$ cat src/pkg/phy_pkg.sv
/*
 * Shared constants for the 10/100 PCS and link-control block: management
 * register map, control field positions, line symbols, code groups, timing.
 * Assumes a 100 MHz system clock and a management frame of 13 header bits.
 */
package phy_pkg;
	// Management register map
	localparam logic [4:0] REG_CTL = 5'h00;
	localparam logic [4:0] REG_ADV = 5'h04;
	localparam logic [4:0] REG_LPA = 5'h05;
	localparam logic [4:0] REG_NPT = 5'h07;
	localparam logic [4:0] REG_LPN = 5'h08;
	localparam logic [4:0] REG_PSC = 5'h10;
	// Field positions
	localparam int C_RST = 15;
	localparam int C_SPD = 13;
	localparam int C_ANEN = 12;
	localparam int C_PD = 11;
	localparam int C_RSTRT = 9;
	localparam int C_DUP = 8;
	localparam int P_ESE = 14;
	localparam int P_NPR = 12;
	localparam int P_POL = 6;
	localparam int NP_BIT = 15;
	localparam int AB_HI = 8;
	localparam int AB_LO = 5;
	// Reset values; self-clearing control bits
	localparam logic [15:0] CTL_RST = 16'h3100;
	localparam logic [15:0] ADV_RST = 16'h01e1;
	localparam logic [15:0] SELF_CLR = 16'h8200;
	// Line symbols
	localparam logic [1:0] LN_ZERO = 2'b00;
	localparam logic [1:0] LN_POS = 2'b01;
	localparam logic [1:0] LN_NEG = 2'b11;
	// Code groups, bit 0 goes on the line first
	localparam logic [4:0] ENC [16] = '{5'h1e, 5'h09, 5'h14, 5'h15, 5'h0a, 5'h0b, 5'h0e,
		5'h0f, 5'h12, 5'h13, 5'h16, 5'h17, 5'h1a, 5'h1b, 5'h1c, 5'h1d};
	localparam logic [4:0] IDLE5 = 5'h1f;
	localparam logic [4:0] J5 = 5'h18;
	localparam logic [4:0] K5 = 5'h11;
	localparam logic [4:0] T5 = 5'h0d;
	localparam logic [9:0] JK10 = {K5, J5};
	localparam logic [3:0] SFD_TAIL = 4'b1101;
	// Management frame
	localparam logic [1:0] OP_RD = 2'b10;
	localparam logic [3:0] HDR_LAST = 4'd12;
	localparam logic [3:0] DATA_LAST = 4'd15;
	localparam logic [1:0] INIT_CAP = 2'd2;
	localparam logic [1:0] INIT_DONE = 2'd3;
	// Symbol timing, cycles per code group / nibble
	localparam logic [2:0] T100_LAST = 3'd4;
	localparam logic [2:0] T10_LAST = 3'd7;
	localparam logic [2:0] R100_LAST = 3'd4;
	localparam logic [2:0] R10_LAST = 3'd3;
	// Lock and idle supervision, in bits
	localparam logic [5:0] LOCK_IDLES = 6'd40;
	localparam logic [3:0] IDLE_RUN = 4'd10;
	localparam logic [9:0] IDLE_WIN = 10'd1000;
	// Timers
	localparam int CW = 27;
	localparam int CLK_NS = 10;
	localparam int NLP_PERIOD_MS = 1000;
	localparam int LINK_LOSS_MS = 150;
	localparam logic [CW-1:0] NLP_PERIOD_CYC = CW'(NLP_PERIOD_MS * (1_000_000 / CLK_NS));
	localparam logic [CW-1:0] LINK_LOSS_CYC = CW'(LINK_LOSS_MS * (1_000_000 / CLK_NS));
	typedef enum logic [3:0] {MD_IDLE = 4'b0001, MD_HDR = 4'b0010, MD_TA = 4'b0100,
		MD_DAT = 4'b1000} md_t;
	typedef enum logic [3:0] {AN_OFF = 4'b0001, AN_ABIL = 4'b0010, AN_NP = 4'b0100,
		AN_GOOD = 4'b1000} an_t;
endpackage: phy_pkg

$ cat src/fast_ethernet_pcs.sv
/*
 * PCS, link monitor, negotiation arbiter, power modes and management slave.
 * Assumes line symbols arrive as 2-bit levels from the analog front end and
 * partner pages arrive already decoded on the system clock.
 */
`timescale 1ns/1ps
module fast_ethernet_pcs #(
	parameter logic [phy_pkg::CW-1:0] NLP_PERIOD_CYC = phy_pkg::NLP_PERIOD_CYC,
	parameter logic [phy_pkg::CW-1:0] LINK_LOSS_CYC = phy_pkg::LINK_LOSS_CYC,
	parameter logic [5:0] LOCK_IDLES = phy_pkg::LOCK_IDLES
) (
	input wire logic clk_i,
	input wire logic rst_i,
	input wire logic mdc_i,
	input wire logic mdio_i,
	output logic mdio_o,
	output logic mdio_oe_o,
	input wire logic [4:0] phy_addr_i,
	input wire logic fiber_mode_i,
	input wire logic [3:0] txd_i,
	input wire logic tx_en_i,
	output logic tx_take_o,
	output logic [1:0] tx_line_o,
	input wire logic [1:0] rx_line_i,
	input wire logic energy_i,
	input wire logic squelch_i,
	input wire logic fiber_signal_detect_in_i,
	output logic [3:0] rxd_o,
	output logic rx_dv_o,
	output logic rx_er_o,
	input wire logic [15:0] flp_page_i,
	input wire logic flp_page_valid_i,
	output logic [15:0] flp_page_o,
	output logic flp_send_o,
	output logic link_o,
	output logic speed100_o,
	output logic full_duplex_o,
	output logic sig_detect_o,
	output logic an_done_o,
	output logic low_power_o
);
	typedef struct packed {
		logic mdc1, mdc2, mdc3, mdi1, mdi2, en1, en2, sq1, sq2, sd1, sd2, fb1, fb2;
		logic [1:0] rl1, rl2, rp;
		logic [4:0] pa1, pa2, phyad;
		logic [1:0] init;
		logic fiber;
		phy_pkg::md_t mst;
		logic [3:0] mcnt;
		logic [15:0] msh;
		logic [4:0] mreg;
		logic mrd, mhit, mdo, moe;
		logic [15:0] ctl, adv, lpa, npt, lpn, psc, advl, npl, flp;
		logic spd, dup, fsend, done, sleep, lowp;
		logic [2:0] tcnt;
		logic [4:0] tsh;
		logic [10:0] slf, dlf;
		logic [1:0] mlt, tline, rsv;
		logic take, lock, rfr, rph, rdv, rer, link10, link, sdet;
		logic [5:0] lcnt;
		logic [9:0] iwin, rsh;
		logic [3:0] irun, rxd;
		logic [2:0] rpos;
		logic [phy_pkg::CW-1:0] ntim, stim;
		phy_pkg::an_t ast;
	} st_t;

	st_t q;
	st_t n;
	logic wr, kick, quiet, last, b, x, tr, key, d, ok, fsd, nlp;
	logic [15:0] wd, rdw;
	logic [4:0] dc;

	// Decoder: {valid, nibble}; no match means an invalid code group
	function automatic logic [4:0] dec5b(input logic [4:0] c);
		dec5b = 5'h00;
		for (int i = 0; i < 16; i++) begin
			if (phy_pkg::ENC[i] == c) dec5b = {1'b1, 4'(i)};
		end
	endfunction: dec5b

	// Three-level phase to line symbol
	function automatic logic [1:0] mlt_lvl(input logic [1:0] p);
		mlt_lvl = p[0] ? (p[1] ? phy_pkg::LN_NEG : phy_pkg::LN_POS) : phy_pkg::LN_ZERO;
	endfunction: mlt_lvl

	// Highest common ability: {speed100, full duplex}
	function automatic logic [1:0] resolve(input logic [3:0] c);
		resolve = c[3] ? 2'b11 : c[2] ? 2'b10 : c[1] ? 2'b01 : 2'b00;
	endfunction: resolve

	// Whole next state; management, line, detect and strap pins pass two flops before use; transmit and page inputs are used directly
	always_comb begin
		n = q;
		wr = 1'b0;
		kick = 1'b0;
		dc = 5'h00;
		wd = {q.msh[14:0], q.mdi2};
		{n.mdc1, n.mdc2, n.mdc3} = {mdc_i, q.mdc1, q.mdc2};
		{n.mdi1, n.mdi2, n.en1, n.en2} = {mdio_i, q.mdi1, energy_i, q.en1};
		{n.sq1, n.sq2, n.sd1, n.sd2} = {squelch_i, q.sq1, fiber_signal_detect_in_i, q.sd1};
		{n.fb1, n.fb2, n.rl1, n.rl2} = {fiber_mode_i, q.fb1, rx_line_i, q.rl1};
		{n.pa1, n.pa2} = {phy_addr_i, q.pa1};
		n.take = 1'b0;
		n.rdv = 1'b0;
		n.rer = 1'b0;
		quiet = q.ctl[phy_pkg::C_PD] | q.sleep;
		// Straps caught after release; seed the scrambler from the address
		if (q.init != phy_pkg::INIT_DONE) begin
			n.init = q.init + 2'd1;
			if (q.init == phy_pkg::INIT_CAP) begin
				n.phyad = q.pa2;
				n.fiber = q.fb2;
				n.slf = {q.pa2, ~q.pa2, 1'b1};
				kick = 1'b1;
			end
		end
		// Read data mux; unmapped addresses read zero
		case (q.mreg)
			phy_pkg::REG_CTL: rdw = q.ctl;
			phy_pkg::REG_ADV: rdw = q.adv;
			phy_pkg::REG_LPA: rdw = q.lpa;
			phy_pkg::REG_NPT: rdw = q.npt;
			phy_pkg::REG_LPN: rdw = q.lpn;
			phy_pkg::REG_PSC: rdw = q.psc;
			default: rdw = 16'h0000;
		endcase
		// Management slave, sampled on MDC rise; preamble not required
		if (q.mdc2 && !q.mdc3) begin
			unique case (q.mst)
				phy_pkg::MD_IDLE: begin
					if (!q.mdi2) n.mst = phy_pkg::MD_HDR;
					n.mcnt = 4'd0;
				end
				phy_pkg::MD_HDR: begin
					n.msh = wd;
					n.mcnt = q.mcnt + 4'd1;
					if (q.mcnt == 4'd0 && !q.mdi2) begin
						n.mst = phy_pkg::MD_IDLE;
					end else if (q.mcnt == phy_pkg::HDR_LAST) begin
						n.mst = phy_pkg::MD_TA;
						n.mcnt = 4'd0;
						n.mreg = wd[4:0];
						n.mrd = q.msh[10:9] == phy_pkg::OP_RD;
						n.mhit = q.msh[8:4] == q.phyad;
					end
				end
				phy_pkg::MD_TA: begin
					n.mcnt = q.mcnt + 4'd1;
					if (q.mcnt == 4'd1) begin
						n.mst = phy_pkg::MD_DAT;
						n.mcnt = 4'd0;
						n.msh = rdw;
					end
				end
				phy_pkg::MD_DAT: begin
					n.msh = wd;
					n.mcnt = q.mcnt + 4'd1;
					if (q.mcnt == phy_pkg::DATA_LAST) begin
						n.mst = phy_pkg::MD_IDLE;
						wr = !q.mrd && q.mhit;
					end
				end
				default: n.mst = phy_pkg::MD_IDLE;
			endcase
		end
		// Drive on MDC fall so the master samples a settled bit
		if (!q.mdc2 && q.mdc3) begin
			n.moe = q.mrd && q.mhit && ((q.mst == phy_pkg::MD_TA && q.mcnt == 4'd1)
				|| q.mst == phy_pkg::MD_DAT);
			n.mdo = (q.mst == phy_pkg::MD_DAT) && q.msh[15];
		end
		// Register writes; reset and restart bits self-clear
		if (wr) begin
			case (q.mreg)
				phy_pkg::REG_CTL: begin
					n.ctl = wd & ~phy_pkg::SELF_CLR;
					kick = wd[phy_pkg::C_RST] | wd[phy_pkg::C_RSTRT]
						| (q.ctl[phy_pkg::C_PD] & ~wd[phy_pkg::C_PD]);
				end
				phy_pkg::REG_ADV: n.adv = wd;
				phy_pkg::REG_NPT: n.npt = wd;
				phy_pkg::REG_PSC: n.psc = wd;
				default: n.ctl = q.ctl;
			endcase
		end
		// Transmit: one bit per cycle at 100, half bit per cycle at 10
		last = q.spd ? q.tcnt == phy_pkg::T100_LAST : q.tcnt == phy_pkg::T10_LAST;
		n.tcnt = last ? 3'd0 : q.tcnt + 3'd1;
		b = q.spd ? q.tsh[0] : q.tsh[q.tcnt[2:1]];
		x = q.slf[8] ^ q.slf[10];
		// Hold off the shift on the strap edge, or the address seed would be lost
		if (q.init != phy_pkg::INIT_CAP) n.slf = {q.slf[9:0], x};
		if (q.spd) n.tsh = last ? (tx_en_i ? phy_pkg::ENC[txd_i] : phy_pkg::IDLE5) : q.tsh >> 1;
		else if (last) n.tsh = {tx_en_i, txd_i};
		n.take = last && tx_en_i && !quiet;
		if (q.fiber) n.mlt = q.mlt ^ {1'b0, b};
		else n.mlt = q.mlt + {1'b0, b ^ x};
		if (quiet) n.tline = (q.sleep && q.stim == '0) ? phy_pkg::LN_POS : phy_pkg::LN_ZERO;
		else if (!q.spd) n.tline = !q.tsh[4] ? phy_pkg::LN_ZERO
			: ((q.tcnt[0] ? b : ~b) ? phy_pkg::LN_POS : phy_pkg::LN_NEG);
		else if (q.fiber) n.tline = n.mlt[0] ? phy_pkg::LN_POS : phy_pkg::LN_NEG;
		else n.tline = mlt_lvl(n.mlt);
		// Receive: a level change is a one on either line code
		n.rp = q.rl2;
		tr = q.rl2 != q.rp;
		key = q.dlf[8] ^ q.dlf[10];
		d = q.fiber ? tr : tr ^ key;
		fsd = q.sd2 ^ q.psc[phy_pkg::P_POL];
		// Unlocked: assume idle and load the key from the line
		if (!q.lock) begin
			n.dlf = {q.dlf[9:0], ~tr};
			n.lcnt = (key == ~tr) ? q.lcnt + 6'd1 : 6'd0;
			if (q.lcnt == LOCK_IDLES) n.lock = 1'b1;
		end else begin
			n.dlf = {q.dlf[9:0], key};
		end
		n.irun = !d ? 4'd0 : (q.irun == phy_pkg::IDLE_RUN) ? q.irun : q.irun + 4'd1;
		n.iwin = (q.irun == phy_pkg::IDLE_RUN) ? 10'd0 : q.iwin + 10'd1;
		if (q.iwin == phy_pkg::IDLE_WIN || !q.en2 || q.fiber || quiet) begin
			n.lock = 1'b0;
			n.lcnt = 6'd0;
		end
		ok = q.fiber ? fsd : q.lock;
		if (quiet) begin
			n.rfr = 1'b0;
		end else if (q.spd) begin
			// Align on J/K, then strobe a nibble every five bits
			n.rsh = {d, q.rsh[9:1]};
			n.rpos = (q.rpos == phy_pkg::R100_LAST) ? 3'd0 : q.rpos + 3'd1;
			dc = dec5b(n.rsh[9:5]);
			if (!q.rfr) begin
				n.rfr = ok && n.rsh == phy_pkg::JK10;
				n.rpos = 3'd0;
			end else if (q.rpos == phy_pkg::R100_LAST) begin
				n.rxd = dc[3:0];
				n.rdv = dc[4] && ok;
				n.rer = !dc[4] && n.rsh[9:5] != phy_pkg::T5;
				n.rfr = ok && n.rsh[9:5] != phy_pkg::T5;
			end
		end else begin
			// Manchester: the second half carries the bit
			n.rph = ~q.rph;
			if (q.rph) begin
				n.rsh = {q.rl2 == phy_pkg::LN_POS, q.rsh[9:1]};
				n.rpos = (q.rpos == phy_pkg::R10_LAST) ? 3'd0 : q.rpos + 3'd1;
				if (!q.rfr) begin
					n.rfr = n.rsh[9:6] == phy_pkg::SFD_TAIL;
					n.rpos = 3'd0;
				end else if (q.rpos == phy_pkg::R10_LAST) begin
					n.rxd = n.rsh[9:6];
					n.rdv = 1'b1;
				end
			end
			if (q.rl2 == phy_pkg::LN_ZERO && q.rp == phy_pkg::LN_ZERO) n.rfr = 1'b0;
		end
		// Normal link pulses: an isolated positive pulse outside frames
		// Never on fiber; next-state strap so the strap edge cannot start parallel detect
		nlp = !quiet && !n.fiber && !q.rfr
			&& q.rl2 == phy_pkg::LN_POS && q.rp == phy_pkg::LN_ZERO;
		if (nlp) begin
			n.link10 = q.ntim < LINK_LOSS_CYC;
			n.ntim = '0;
		end else if (q.ntim >= LINK_LOSS_CYC || quiet) begin
			n.link10 = 1'b0;
		end else begin
			n.ntim = q.ntim + 1'b1;
		end
		n.link = q.spd ? ok : q.link10;
		n.sdet = q.fiber ? fsd : q.en2 & q.sq2 & q.lock;
		if (q.link && !n.link && !quiet) kick = 1'b1;
		// Negotiation arbiter; frozen while asleep or powered down
		if (!quiet) begin
			unique case (q.ast)
				phy_pkg::AN_OFF: n.ast = q.ast;
				phy_pkg::AN_ABIL: begin
					if (flp_page_valid_i) begin
						n.lpa = flp_page_i;
						n.rsv = resolve(q.advl[phy_pkg::AB_HI:phy_pkg::AB_LO]
							& flp_page_i[phy_pkg::AB_HI:phy_pkg::AB_LO]);
						if (q.advl[phy_pkg::NP_BIT] && flp_page_i[phy_pkg::NP_BIT]) begin
							n.ast = phy_pkg::AN_NP;
							n.npl = q.npt;
							n.flp = q.npt;
						end else begin
							n.ast = phy_pkg::AN_GOOD;
							{n.spd, n.dup} = n.rsv;
						end
					end else if (q.link10 || q.lock) begin
						n.ast = phy_pkg::AN_GOOD;
						n.spd = q.lock;
						n.dup = 1'b0;
					end
				end
				phy_pkg::AN_NP: begin
					if (flp_page_valid_i) begin
						if (q.psc[phy_pkg::P_NPR]) n.lpn = flp_page_i;
						else n.lpa = flp_page_i;
						if (q.npl[phy_pkg::NP_BIT] && flp_page_i[phy_pkg::NP_BIT]) begin
							n.npl = q.npt;
							n.flp = q.npt;
						end else begin
							n.ast = phy_pkg::AN_GOOD;
							{n.spd, n.dup} = q.rsv;
						end
					end
				end
				phy_pkg::AN_GOOD: n.ast = q.ast;
				default: n.ast = phy_pkg::AN_OFF;
			endcase
		end
		// Start events apply the staged control bits and relatch the advert
		if (kick) begin
			n.spd = n.ctl[phy_pkg::C_SPD];
			n.dup = n.ctl[phy_pkg::C_DUP];
			n.ast = n.ctl[phy_pkg::C_ANEN] ? phy_pkg::AN_ABIL : phy_pkg::AN_OFF;
			n.advl = n.adv;
			n.flp = n.adv;
		end
		n.fsend = !quiet && (n.ast == phy_pkg::AN_ABIL || n.ast == phy_pkg::AN_NP);
		n.done = n.ast == phy_pkg::AN_GOOD;
		// Energy sense sleep: beacon period counts down, energy wakes
		n.sleep = q.psc[phy_pkg::P_ESE] && !q.en2 && !n.ctl[phy_pkg::C_PD];
		n.stim = !q.sleep ? '0 : (q.stim == '0) ? NLP_PERIOD_CYC - 1'b1 : q.stim - 1'b1;
		n.lowp = n.ctl[phy_pkg::C_PD] | n.sleep;
	end

	// Single state register; constants only under reset
	always_ff @(posedge clk_i or posedge rst_i) begin
		if (rst_i) begin
			q <= '0;
			q.ctl <= phy_pkg::CTL_RST;
			q.adv <= phy_pkg::ADV_RST;
			q.mst <= phy_pkg::MD_IDLE;
			q.ast <= phy_pkg::AN_OFF;
		end else begin
			q <= n;
		end
	end

	assign {mdio_o, mdio_oe_o, tx_take_o, tx_line_o} = {q.mdo, q.moe, q.take, q.tline};
	assign {rxd_o, rx_dv_o, rx_er_o, flp_page_o, flp_send_o} = {q.rxd, q.rdv, q.rer, q.flp, q.fsend};
	assign {link_o, speed100_o, full_duplex_o, sig_detect_o} = {q.link, q.spd, q.dup, q.sdet};
	assign {an_done_o, low_power_o} = {q.done, q.lowp};
endmodule: fast_ethernet_pcs
$ cat config.mk
export PLATFORM = sky130hd
export DESIGN_NAME = fast_ethernet_pcs
export DESIGN_NICKNAME = d
export VERILOG_FILES = /design/src/pkg/phy_pkg.sv /design/src/fast_ethernet_pcs.sv
export SDC_FILE = /design/constraint.sdc
export NUM_CORES = 1
export LEC_CHECK = 0
export ABC_AREA = 1
export BUFFER_PORTS_ARGS = -buffer_cell sky130_fd_sc_hd__buf_2
export CAP_MARGIN = 20
export CORE_MARGIN = 4
export CORE_UTILIZATION = 30
export DETAILED_ROUTE_END_ITERATION = 8
export GPL_TIMING_DRIVEN = 0
export PLACE_DENSITY = 0.5
export SLEW_MARGIN = 5
export SYNTH_ARGS = -nofsm -noshare
export SYNTH_HDL_FRONTEND = slang
export SYNTH_SLANG_ARGS = --single-unit
$ cat constraint.sdc
create_clock -name clk_i -period 27.1 [get_ports clk_i]
set_input_delay 0 -clock clk_i [delete_from_list [all_inputs] [get_ports clk_i]]
set_output_delay 0 -clock clk_i [all_outputs]
set_load 0.02 [all_outputs]
## After elaboration in Yosys (flattened, before gate mapping)

Memory sizes are Yosys's and may differ from the RTL's.
Cells that the tools add are included.

- Memories kept: 1
- ROM bits: 80
- Bits of input ports: 37
- Flip-flop bits (word level): 358
- Output and inout port bits: 34

- Multiplexer cells: 140
- Bitwise logic cells: 23
- Add/sub/neg operators: 10
- Magnitude comparators: 4
- Eq/ne operators: 74
- Reduce and logical (&&, ||, !) cells: 81

Memories:

| name | words | bits a word | rd ports | clocked after memory_dff | wr ports | RTL line | source |
|---|---|---|---|---|---|---|---|
| (no name shown) | 16 | 5 | 1 | 0 | 0 | fast_ethernet_pcs.sv:194 | `if (q.spd) n.tsh = last ? (tx_en_i ? phy_pkg::ENC[txd_i] : phy_pkg::IDLE5) : q.tsh >> 1;` |

Operators by type and width:

| kind | number |
|---|---|
| 2-to-1 mux 5 bit | 24 |
| 2-to-1 mux 27 bit | 4 |
| 2-to-1 mux 32 bit | 3 |
| case mux 16 bit (6 select lines) | 1 |
| 2-to-1 mux 4 bit | 17 |
| case mux 34 bit (2 select lines) | 1 |
| 2-to-1 mux 16 bit | 4 |
| case mux 16 bit (2 select lines) | 2 |
| equality test 5 bit (first input constant) | 11 |
| 2-to-1 mux 1 bit | 38 |
| 2-to-1 mux 2 bit | 19 |
| 2-to-1 mux 18 bit | 2 |
| 2-to-1 mux 34 bit | 1 |
| 2-to-1 mux 11 bit | 3 |
| case mux 4 bit (4 select lines) | 2 |
| 2-to-1 mux 10 bit | 3 |
| 2-to-1 mux 30 bit | 1 |
| equality test 4 bit (second input constant) | 7 |
| adder 27 x 1 -> 27 bit (second input constant) | 1 |
| >= comparator 27 x 24 -> 1 bit (second input constant) | 1 |
| logical AND 1 bit | 27 |
| zero test 27 bit | 1 |
| < comparator 27 x 24 -> 1 bit (second input constant) | 1 |
| subtractor 27 x 1 -> 27 bit (second input constant) | 1 |
| other kinds (59) | 157 |

## Logic depth before layout (Yosys ltp)

Gate-level depths: netlist of the first run.

- Depth in word-level cells: 28
- Mapped depth: 14

## Least setup slack after synthesis of the first run

OpenSTA, ideal clock, no wires.

- Path kind: flip-flop to flip-flop
- Start: register q, in the netlist speed100_o
- End: register q, in the netlist tx_line_o[1]
- Stages on the path, launching flop included: 14
- Required time: 27.017 ns
- Setup time: 0.083 ns
- Arrival: 1.972 ns
- Slack: 25.046 ns
- Buffers on the path: 2
- Path through: dfrtp_1 clkbuf_1 inv_1 buf_2 nand3_1 o21ai_0 xor2_1 ha_1 nand2_1 xnor2_1 nand3_1 nand2_1 nand2_1 o21ai_0

RTL lines:

| what | RTL line | source |
|---|---|---|
| start: declaration | fast_ethernet_pcs.sv:68 | `st_t q;` |
| start signal: assignment | fast_ethernet_pcs.sv:337 | `q <= n;` |

## Worst setup path after layout of the first run

- Start: register q, in the netlist speed100_o
- End: register q[133] (netlist bit)

- Longest elaborated chain between the ends: 3
- Elaborated cells on any way between the ends: 4
- Those cells by class: mux (3); reduce/logical (1)

Ends and longest elaborated chain:

| what | RTL line | source |
|---|---|---|
| 2-to-1 mux 1 bit | fast_ethernet_pcs.sv:188 | `last = q.spd ? q.tcnt == phy_pkg::T100_LAST : q.tcnt == phy_pkg::T10_LAST;` |
| 2-to-1 mux 5 bit (2 in series) | fast_ethernet_pcs.sv:194 |  |

Parallel ways exist; a longest one is shown, timed or not.
A chain may end at the register's enable or synchronous reset.

==> out/metrics.cfg, run 1 <==
[run_status]
outcome = complete, no violations

[critical_path]
worstRegToRegCells = 11
startpoint_of_the_most_critical_setup_path = speed100_o$_DFFE_PP0P_
critical_path_class = flop to flop
cp-end-kind = flop
critical_path.reg2reg.startpoint = speed100_o$_DFFE_PP0P_
cpPeakStageDelay_ns = 0.60
path_max_fanout = 8
crit_path_cell_trace = clkbuf_1 -> inv_1 -> nand3_1 -> nand2_1 -> nand2_1 -> inv_1 -> nor2_1 -> nand2_1 -> o311ai_0 -> dlygate4sd3_1 -> inv_1
timing.rr.end = q[133]$_DFFE_PP0P_
critPathLaunchType = flop
crit_path_end = q[133]$_DFFE_PP0P_
timing.critical_path.slowest_stage_cell = dlygate4sd3_1
critPathArrivalTime_ns = 3.11
r2r_slack_ns = 24.44
critical_path_required_ns = 27.55

[die]
initial_core_util_pct = 30.54
fp-row-count = 83
fp.dieArea_um2 = 56500
die-height_um = 237.7
core-area_um2 = 51820
pin_count = 71
floorplan.die.width_um = 237.7

[power_and_ir_drop]
p_int_w = 0.001051
net_switching_w = 0.0004974
power.share.switching_pct = 32.13
p_seq_share_pct = 41.6
peakVddDrop_mv = 0.03973
power.clock.fraction_pct = 36.4
static-leakage-power_nw = 9.252
pwr-share-comb_pct = 22.0
p_per_area_nw_per_um2 = 81.80

[yosys]
synth_compound_gate_area_share_pct = 11.00
post_synth_fa_ha_maj_area_fraction_pct = 1.581
edff_count_synth = 0
post_synthesis_xor_xnor_area_fraction_pct = 2.711
postSynthCellCount = 1840
post-synth-top-area-cell = dfrtp_1
synth_top_family_by_area = simple AND/OR/NAND/NOR gates
synth_sequential_area_ratio_pct = 52.25
yosysWarnings = 0
synth_common_cells = nand2_1 (415), dfrtp_1 (320), inv_1 (186)
yosys_top_cell_area_share_pct = 50.59
post_synth.cell_area_avg_um2 = 8.602
postSynthNetCount = 1897
dominantRegCellSynth = dfrtp_1
yosysMostFrequentCell = nand2_1
synth_cell_types = 54
ys_top_cells_by_area = dfrtp_1 (51%), nand2_1 (9.8%), o21ai_0 (4.6%)
mapped_area_um2 = 15830
multiplexer_fraction_of_the_synthesized_cell_area_pct = 2.063
async_reset_ff_share_pct = 100.0
synth_simple_gate_area_share_pct = 22.99
synth-seq-cells = 330

[finish]
register_area_um2 = 8270
fraction_of_layout_cells_with_a_size_suffix_above_1_pct = 12.87
num-nets-final = 2053
area_growth_pct = 19.56
num-fill-cells = 5315
finalNonFillerCells = 2709
final_core_util_pct = 36.52
multi_input_area_um2 = 6385
final_area_um2 = 18920

[global_route]
first_global_vias = 13170
grt_usage_pct = 15.84
grt_antenna_before_repair = 0
grt_start_max_net_pins = 121
grt_first_pass_wirelength_um = 72540
globalRoute.totalOverflow = 0

[cts]
number_of_sinks_handled_by_clock_tree_synthesis = 330
post_cts.repair.setup_buffers = 0
ctsLongestPathBuffers = 3
worst_setup_hold_path_clk_slew_ns = 0.06
tritoncts = built
tritoncts.num_buffers = 40
ctsHtreeMaxLevel = 2
worstSkewPairLatency_ns = 0.56
clock-root-buffer = clkbuf_16

[timing]
grt_setup_unrepaired = no
timing.setup.tns_ns = 0
slew_violations = 0
timing.fmax_mhz = 375.4
worst_clock_skew_ns = 0.02740
worst_pin_slew_ns = 0.8439
min_period_ns = 2.664
fin_crit_sh_pct = 9.830
slew-limit-headroom_pct = 43.74
hold_violations = 0
finish_stage_setup_viols = 0
final_critical_path_setup_slack_ns = 24.44

[placement]
preCtsSetupSlack_ns = 24.51
detailed_place_hpwl_um = 31370
placedInstanceArea_um2 = 17120
gp_congestion = 0.8854
numPortBuffers = 70
dpl.cell_count = 2593

[drt]
drt_iter0_drc = 876
remaining_antenna_violation_count_after_routing = 0
avgViaCountPerCell = 4.806
wl_per_cell_um = 16.54
routed-via-count = 13020
wirelength_um = 44800
drt_pass1_iterations = 5
remaining_drc_errors = 0

[worst_hold_path]
hold_path.class = input port to flop

[flow_run]
drv.max_cap_violation_count = 0

kinds of logic after synthesis:
family,count (synthesis)
xor gates and xnor gates,49
DFF,330
and+or+nand+nor,834
muxes,29
adders and majority gates,20
buffers and inverters,274
AOI/OAI and AO/OA,304
registers in the layout, indices dropped and copies added, names as in the netlist:
signal	flops
full_duplex_o	1
flp_send_o	1
q	280
an_done_o	1
n	16
tx_line_o	2
rx_dv_o	1
sig_detect_o	1
tx_take_o	1
speed100_o	1
rx_er_o	1
flp_page_o	16
mdio_oe_o	1
mdio_o	1
low_power_o	1
link_o	1
rxd_o	4
layout make-up:
type,instances,area share (%)
repair buffers,114,4.457
clock buffers,55,6.123
clock inverters,19,1.230
multi-input cells,1236,33.74
flip-flops and latches,330,43.71
inverters,194,3.888
plain buffers,80,2.347
diodes,1,0.01322
well taps,680,4.496
timing repair:
item | CTS | global route
gates resized for setup | 0 | 0
endpoints found under the hold margin | 295 | 0
hold buffers | 41 | 0
per-stage QoR:
stage	hold slack, ns	total power (W)
finish	0.08120	0.001548
global route	0.07602	0.001644
CTS	0.04064	0.001570
detailed placement	-0.06799	0.0009867
global placement	0.1112	0.0009802
floorplan	0.03143	0.0008713
worst max-delay path, delay by kind of cell, from the launching register on:
family | cells | cell delay (ns)
AO/OA/AOI/OAI | 1 | 0.13
AND/OR/NAND/NOR | 5 | 0.80
buffers and inverters | 5 | 1.27
flip-flops | 1 | 0.37
cell usage in the layout (no fill, tap or decap), types with 4 or more instances in the layout:
| cell type | synthesis | routed |
|---|---|---|
| xor2_1 | 35 | 35 |
| buf_2 | 13 | 83 |
| dfstp_2 | 10 | 10 |
| clkinv_1 | 4 | 4 |
| nor4_1 | 14 | 14 |
| or2_2 | 4 | 4 |
| nand4_1 | 26 | 26 |
| nand2_2 | 4 | 4 |
| a21oi_1 | 77 | 77 |
| buf_4 | 26 | 26 |
| o31ai_2 | 7 | 7 |
| buf_6 | 4 | 4 |
| nor2_1 | 179 | 179 |
| nor3_2 | 4 | 4 |
| mux2_2 | 23 | 23 |
| nand3_1 | 122 | 122 |
| xnor2_1 | 14 | 14 |
| o31ai_1 | 13 | 13 |
| inv_1 | 186 | 185 |
| a22oi_1 | 17 | 17 |
| nor2_2 | 8 | 8 |
| clkbuf_1 | 35 | 41 |
| dfrtp_1 | 320 | 320 |
| o211ai_1 | 5 | 5 |
| mux2_1 | 6 | 6 |
| clkinv_2 | 0 | 10 |
| o21ai_1 | 9 | 9 |
| inv_2 | 4 | 4 |
| nand2_1 | 415 | 415 |
| a221o_1 | 4 | 4 |
| clkbuf_8 | 0 | 8 |
| dlygate4sd3_1 | 0 | 41 |
| nor3b_1 | 6 | 6 |
| bufinv_16 | 0 | 5 |
| nor3_1 | 36 | 36 |
| o21ai_0 | 147 | 147 |
| ha_1 | 20 | 20 |
| o22ai_1 | 10 | 10 |
| clkbuf_16 | 0 | 41 |
power groups by stage:
stage          sequential, W  combinational (W)  clock (W)
2_1_floorplan       0.000630           0.000241          0
3_3_place_gp        0.000651           0.000329          0
3_5_place_dp        0.000651           0.000336          0
4_1_cts             0.000643           0.000345   0.000583
5_1_grt             0.000654           0.000386   0.000603
6_report            0.000643           0.000341   0.000564
routing by layer:
| metal | vias up | global-route usage (%) | part of all wire (%) |
|---|---|---|---|
| met5 | - | 0 | 0 |
| met4 | 0 | 5.396 | 2.8 |
| met3 | 72 | 2.866 | 4.8 |
| met2 | 274 | 24.98 | 45 |
| met1 | 6336 | 22.04 | 47 |
| li1 | 6337 | - | - |
worst min path at each step:
| stage | startpoint | to | depth (start not counted) |
|---|---|---|---|
| finish | fiber_signal_detect_in_i | n[349]$_DFF_PP0_ | 2 |
| global route | fiber_signal_detect_in_i | n[349]$_DFF_PP0_ | 2 |
| CTS | energy_i | n[353]$_DFF_PP0_ | 2 |
| floorplan | phy_addr_i[0] | n[331]$_DFF_PP0_ | 0 |
| detailed placement | rst_i | n[347]$_DFF_PP0_ | 2 |
| global placement | mdio_i | n[355]$_DFF_PP0_ | 1 |
No activity file was read; power rests on OpenSTA's default activity.
==> run 2: changes to the inputs <==
- ABC_AREA: 1 -> 0
- clock period: 27.1 -> 2.53 ns (I/O delays scaled with it)
==> run 2 against run 1 <==
  * The flow now finishes with violations (design-rule violations)
  * Sequential power rose to 9.9 times the previous value
  * Register-to-register slack worse by 24 ns
  * First-iteration DRC count fell by 0.91%
  * Critical path depth down 5
  * Clock power increased to 9.8 times the previous value
  * Count of clock-buffer cells in the layout unchanged
==> out/metrics.cfg, run 2 <==
[timing]
slew_violations = 0  ; unchanged
timing.setup.tns_ns = 0  ; unchanged
grt_setup_unrepaired = yes
slew-limit-headroom_pct = 44.58  ; +0.84 points
worst_clock_skew_ns = 0.02291  ; -0.004492 ns
smallest_hold_slack_ns = 0.08241  ; +0.001209 ns
worst_pin_slew_ns = 0.8263  ; -0.01754 ns
fin_crit_sh_pct = 99.26  ; +89 points
finish_stage_setup_viols = 0  ; unchanged
min_period_ns = 2.511  ; -0.1525 ns
hold_violations = 0  ; unchanged
timing.fmax_mhz = 398.2  ; +6.1%

[yosys]
yosysMostFrequentCell = dfrtp_1
ys_top_cells_by_area = dfrtp_1 (50%), mux2_2 (8.3%), a21oi_1 (2.5%)
async_reset_ff_share_pct = 100.0  ; unchanged
synth_cell_types = 86  ; +59%
yosys_top_cell_area_share_pct = 50.07  ; -0.52 points
postSynthCellCount = 1444  ; -22%
dominantRegCellSynth = dfrtp_1
postSynthNetCount = 1501  ; -21%
edff_count_synth = 0  ; unchanged
post-synth-top-area-cell = dfrtp_1
synth-seq-cells = 330  ; unchanged
synth_common_cells = dfrtp_1 (320), mux2_2 (118), nand2_1 (103)
synth_sequential_area_ratio_pct = 51.72  ; -0.54 points
post_synth.cell_area_avg_um2 = 11.07  ; +29%
mapped_area_um2 = 15990  ; +1.0%
yosysWarnings = 0  ; unchanged

[die]
die-height_um = 238.9  ; +0.50%
floorplan.die.width_um = 238.9  ; +0.50%
core-area_um2 = 52660  ; +1.6%
pin_count = 71  ; unchanged
fp-row-count = 84  ; +1.2%
initial_core_util_pct = 30.37  ; -0.17 points
fp.dieArea_um2 = 57060  ; +1.0%

[finish]
fraction_of_layout_cells_with_a_size_suffix_above_1_pct = 24.01  ; +11 points
area_growth_pct = 20.55
max_reg_flops = 280  ; unchanged
num-nets-final = 1668  ; -19%
layout.cells.most_common_list = dfrtp_1 (320), mux2_2 (113), nand2_1 (103)
finalNonFillerCells = 2331  ; -14%
regMostFlops = q
final_core_util_pct = 36.61  ; +0.096 points
layout_commonest_cell = dfrtp_1

[drt]
avgViaCountPerCell = 5.104  ; +6.2%
wl_per_cell_um = 18.32  ; +11%
routed-via-count = 11900  ; -8.6%
remaining_antenna_violation_count_after_routing = 0  ; unchanged
drt_pass1_iterations = 9  ; +4
drt_iter0_drc = 868  ; -0.91%
wirelength_um = 42710  ; -4.7%
remaining_drc_errors = 1  ; +1

[power_and_ir_drop]
p_per_area_nw_per_um2 = 727.3  ; +790%
power.share.switching_pct = 29.57  ; -2.6 points
static-leakage-power_nw = 8.750  ; -5.4%
design_power_total_w = 0.01402  ; +810%
peakVddDrop_mv = 0.3410  ; +760%
p_seq_share_pct = 45.3  ; +3.7 points
net_switching_w = 0.004146  ; +730%
pwr-share-comb_pct = 15.4  ; -6.6 points
power.clock.fraction_pct = 39.3  ; +2.9 points
p_int_w = 0.009874  ; +840%

[placement]
numPortBuffers = 69  ; -1.4%
gp_congestion = 0.8396  ; -5.2%
detailed_place_hpwl_um = 29050  ; -7.4%
dpl.cell_count = 2210  ; -15%

[cts]
worstSkewPairLatency_ns = 0.56  ; about the same
tritoncts.num_buffers = 39  ; -2.5%
clock-root-buffer = clkbuf_16
worst_setup_hold_path_clk_slew_ns = 0.06  ; about the same
ctsHtreeMaxLevel = 2  ; unchanged
tritoncts = built
ctsLongestPathBuffers = 3  ; unchanged
number_of_sinks_handled_by_clock_tree_synthesis = 330  ; unchanged

[critical_path]
worstRegToRegCells = 6  ; -5
path_max_fanout = 6  ; -2
startpoint_of_the_most_critical_setup_path = q[320]$_DFFE_PP0P_
critical_path_required_ns = 2.95  ; -24.60 ns
timing.rr.end = speed100_o$_DFFE_PP0P_
r2r_slack_ns = 0.02  ; -24.42 ns
critPathLaunchType = flop
critical_path.reg2reg.startpoint = q[320]$_DFFE_PP0P_
critPathArrivalTime_ns = 2.93  ; -0.18 ns
cp-end-kind = flop
critical_path_class = flop to flop
crit_path_end = speed100_o$_DFFE_PP0P_

[run_status]
outcome = finished with violations
violations_in_the_final_reports = design-rule violations

[global_route]
grt_first_pass_wirelength_um = 68330  ; -5.8%
grt_usage_pct = 14.87  ; -0.97 points
grt_antenna_before_repair = 2  ; +2
grt_start_max_net_pins = 40  ; -67%
globalRoute.totalOverflow = 0  ; unchanged
first_global_vias = 11880  ; -9.8%

[flow_run]
drv.max_cap_violation_count = 0  ; unchanged

[worst_hold_path]
hold_path.class = input port to flop

## run 2: cell count changes in the layout (fill, tap and decap cells not counted), moves of 23 or more
cell | previous run | this run
nand2_1 | 415 | 103
inv_1 | 185 | 56
nor2_1 | 179 | 71
mux2_2 | 23 | 113
o21ai_0 | 147 | 57
nand3_1 | 122 | 36
mux2i_1 | 0 | 29
or4_1 | 0 | 23
## run 2: metrics by stage
step / setup WS [ns] / cell area, um2
4_1_cts: 0.01807 / 19140
3_3_place_gp: -4.087 / 17200
2_1_floorplan: -1.869 / 16000
6_report: 0.01861 / 19280
3_5_place_dp: -0.6825 / 17380
5_1_grt: -0.03688 / 19280
## run 2: final cells by class
class	instances	area [um2]
antenna	2	5.005
buffer	96	541.8
clock buffer	55	1126
clock inverter	16	122.6
fill	5197	33380
inverter	58	221.5
multi-input combinational	958	7104
sequential	330	8270
tap	688	860.8
timing repair buffer	128	1026
## run 2: worst min-delay path by stage
| stage | from | endpoint | slack (ns) | cells after the start |
|---|---|---|---|---|
| 2_1_floorplan | phy_addr_i[0] | n[331]$_DFF_PP0_ | 0.03 | 0 |
| 5_1_grt | mdio_i | n[355]$_DFF_PP0_ | 0.07 | 2 |
| 3_5_place_dp | phy_addr_i[4] | n[335]$_DFF_PP0_ | 0.11 | 1 |
| 6_report | mdio_i | n[355]$_DFF_PP0_ | 0.08 | 2 |
| 4_1_cts | mdio_i | n[355]$_DFF_PP0_ | 0.04 | 2 |
| 3_3_place_gp | rx_line_i[1] | n[344]$_DFF_PP0_ | 0.11 | 1 |
## run 2: kinds of logic (layout without fill, tap and decap cells)
logic type | count (synthesis) | count (layout) | share of synthesized area (%)
buffers and inverters | 156 | 353 | 4.585
AO/OA/AOI/OAI | 306 | 306 | 13.06
AND/OR/NAND/NOR | 405 | 405 | 13.81
XOR/XNOR | 58 | 58 | 3.177
flip-flops | 330 | 330 | 51.72
other | 0 | 2 | 0
adder cells (fa/ha/maj) | 21 | 21 | 1.627
multiplexers | 168 | 168 | 12.03
## run 2: routing by layer
layer  GRT usage, %  routed length, um
met4          4.925               1140
met3          2.411               1924
met5              0                  0
met1          21.43              20420
met2          22.89              19230
## run 2: timing repair
item                                    4_1_cts  5_1_grt
pin swaps                                     2        4
hold buffers                                 35        0
gates cloned                                  0        1
hold endpoints to repair                    141        0
endpoints found under the setup margin      103       91
setup buffers                                 9        5
resized for setup                            23       38
## run 2: critical path, stage by stage, from the launching register on
cell and delay, ns:
dfrtp_1 0.38, or4b_4 0.59, or3_4 0.44, o221ai_4 0.21
and2_4 0.28, buf_12 0.17, mux2_4 0.31
## run 2: power by group through the flow
stage | combinational, W | clock, W | sequential, W
after floorplan | 0.00151 | 0 | 0.00622
after global placement | 0.00195 | 0 | 0.00643
after detailed placement | 0.00204 | 0 | 0.00643
after CTS | 0.00213 | 0.00570 | 0.00634
after global routing | 0.00242 | 0.00591 | 0.00643
final | 0.00215 | 0.00552 | 0.00635
==> run 3: changes to the inputs <==
- CAP_MARGIN: 20 -> 30
- CORE_ASPECT_RATIO: unset -> 1.5
==> run 3 against run 2 <==
  * The run still ends with design-rule violations left
  * Critical endpoint unchanged
  * Largest power group unchanged
  * Clock power up 0.9%
  * Clock skew down 0.0046 ns
  * Register-to-register slack better by 0.04 ns
  * Power up 0.46%
  * Largest cell class unchanged
  * First-iteration DRC count down 25%
==> out/metrics.cfg, run 3 (same netlist as run 2, synthesis figures left out) <==
[run_status]
outcome = finished with violations
violations_in_the_final_reports = design-rule violations

[global_route]
globalRoute.totalOverflow = 0  ; unchanged
grt_first_pass_wirelength_um = 69370  ; +1.5%
grt_usage_pct = 15.02  ; +0.15 points
grt_antenna_before_repair = 0  ; -2
grt.met2_usage_pct = 27.95  ; +5.1 points
first_global_vias = 12180  ; +2.5%
grt_start_max_net_pins = 39  ; -2.5%
grt_use_met1_pct = 17.86  ; -3.6 points
met3_usage_pct = 2.053  ; -0.36 points
global_route.peak_usage_layer = met2

[placement]
detailed_place_hpwl_um = 30740  ; +5.8%
dpl.cell_count = 2204  ; -0.27%
numPortBuffers = 69  ; unchanged
preCtsSetupSlack_ns = -0.7395  ; -0.05697 ns
gp_congestion = 0.8439  ; +0.51%

[die]
pin_count = 71  ; unchanged
core-area_um2 = 52710  ; +0.10%
fp.dieArea_um2 = 57140  ; +0.13%
fp-row-count = 103  ; +23%
initial_core_util_pct = 30.34  ; -0.031 points
floorplan.die.width_um = 196.5  ; -18%
die-height_um = 290.8  ; +22%

[timing]
grt_setup_unrepaired = no
hold_violations = 0  ; unchanged
slew_violations = 0  ; unchanged
finish_stage_setup_viols = 0  ; unchanged
smallest_hold_slack_ns = 0.09836  ; +0.01596 ns
worst_clock_skew_ns = 0.01829  ; -0.004616 ns
timing.fmax_mhz = 404.2  ; +1.5%
fin_crit_sh_pct = 97.78  ; -1.5 points
worst_pin_slew_ns = 0.8686  ; +0.04229 ns
slew-limit-headroom_pct = 41.74  ; -2.8 points
final_critical_path_setup_slack_ns = 0.05606  ; +0.03745 ns
min_period_ns = 2.474  ; -0.03745 ns

[cts]
tritoncts.num_buffers = 36  ; -7.7%
worstSkewPairLatency_ns = 0.53  ; -0.03 ns
ctsHtreeMaxLevel = 2  ; unchanged
tritoncts = built
worst_setup_hold_path_clk_slew_ns = 0.06  ; about the same
number_of_sinks_handled_by_clock_tree_synthesis = 330  ; unchanged
ctsLongestPathBuffers = 3  ; unchanged
clock-root-buffer = clkbuf_16

[finish]
layout_commonest_cell = dfrtp_1
regMostFlops = q
fraction_of_layout_cells_with_a_size_suffix_above_1_pct = 23.58  ; -0.43 points
max_reg_flops = 280  ; unchanged
antenna_cells = 0  ; -2
num-fill-cells = 5179  ; -0.35%
area_growth_pct = 20.16
num-nets-final = 1663  ; -0.30%
layout.cells.most_common_list = dfrtp_1 (320), mux2_2 (118), nand2_1 (103)
finalNonFillerCells = 2315  ; -0.69%

[power_and_ir_drop]
design_power_total_w = 0.01409  ; +0.46%
peakVddDrop_mv = 0.3627  ; +6.4%
static-leakage-power_nw = 8.752  ; about the same
p_per_area_nw_per_um2 = 733.1  ; +0.80%

[critical_path]
critical_path_required_ns = 2.94  ; about the same
critPathBufInv = 2  ; +1
cpPeakStageDelay_ns = 0.59  ; about the same
crit_path_cell_trace = or4b_4 -> or3_4 -> o221ai_4 -> and2_1 -> buf_6 -> buf_12 -> mux2_1
cp-end-kind = flop
path_max_fanout = 10  ; +4
critical_path_class = flop to flop
timing.critical_path.slowest_stage_cell = or4b_4
cpLargestDelayFamily = simple AND/OR/NAND/NOR gates
critPathArrivalTime_ns = 2.89  ; -0.04 ns
critPathLaunchType = flop

[flow_run]
drv.max_cap_violation_count = 0  ; unchanged

[drt]
remaining_antenna_violation_count_after_routing = 0  ; unchanged
wl_per_cell_um = 18.70  ; +2.1%
drt_iter0_drc = 649  ; -25%
avgViaCountPerCell = 5.072  ; -0.63%
drt_pass1_iterations = 9  ; unchanged
wirelength_um = 43290  ; +1.4%
remaining_drc_errors = 1  ; unchanged
routed-via-count = 11740  ; -1.3%

[worst_hold_path]
hold_path.class = input port to flop

## run 3: final cells by class
type	instances	area, um2	share of cell area, %
Sequential cell	330	8270	43.04
Multi-Input combinational cell	958	7091	36.90
Clock buffer	51	1059	5.509
Timing Repair Buffer	126	985.9	5.131
Tap cell	682	853.3	4.441
Buffer	96	543.0	2.826
Inverter	58	221.5	1.153
Clock inverter	14	191.4	0.9963
## run 3: path summary, 6_finish.rpt
check | from | end | slack [ns] | depth (start not counted)
min in group asynchronous | rst_i | q[6]$_DFF_PP0_ | 0.18 | 3
max in group asynchronous | rst_i | q[126]$_DFFE_PP0P_ | 0.71 | 8
hold / removal | flp_page_valid_i | q[104]$_DFFE_PP0P_ | 0.1 | 4
setup / recovery | q[319]$_DFFE_PP1P_ | speed100_o$_DFFE_PP0P_ | 0.06 | 7
hold reg to reg | n[353]$_DFF_PP0_ | q[353]$_DFF_PP0_ | 0.35 | 0
setup reg to reg | q[319]$_DFFE_PP1P_ | speed100_o$_DFFE_PP0P_ | 0.06 | 7
## run 3: stage by stage
| step | TNS [ns] | utilization, % | cell area, um2 |
|---|---|---|---|
| 2_1_floorplan | -604.69 | - | 16000 |
| 3_3_place_gp | -1362.23 | 32.62 | 17190 |
| 3_5_place_dp | -19.74 | 32.96 | 17370 |
| 4_1_cts | -0.06113 | 36.29 | 19130 |
| 5_1_grt | 0 | 36.45 | 19210 |
| 6_report | 0 | 36.45 | 19210 |
## run 3: where the power goes
group	switching [W]	leakage, nW	internal (W)
sequential	0.000566	4.31	0.00577
combinational	0.00131	3.82	0.000875
clock	0.00222	0.615	0.00335
## run 3: worst reg2reg max path: stages, from the launching register on
cell and delay, ns:
dfstp_2 0.39, or4b_4 0.59, or3_4 0.40, o221ai_4 0.19, and2_1 0.16, buf_6 0.13
buf_12 0.16, mux2_1 0.34
## run 3: per-layer routing
layer | part of all wire, % | wire length [um]
met5 | 0 | 0
met3 | 3.3 | 1442
met2 | 54 | 23230
met4 | 2.8 | 1222
met1 | 40 | 17400
## run 3: timing repair
action | 4_1_cts | 5_1_grt
pin swaps | 5 | 2
hold endpoints to repair | 81 | 0
endpoints found under the setup margin | 106 | 72
hold buffers | 35 | 0
setup buffers | 11 | 2
resized for setup | 23 | 27
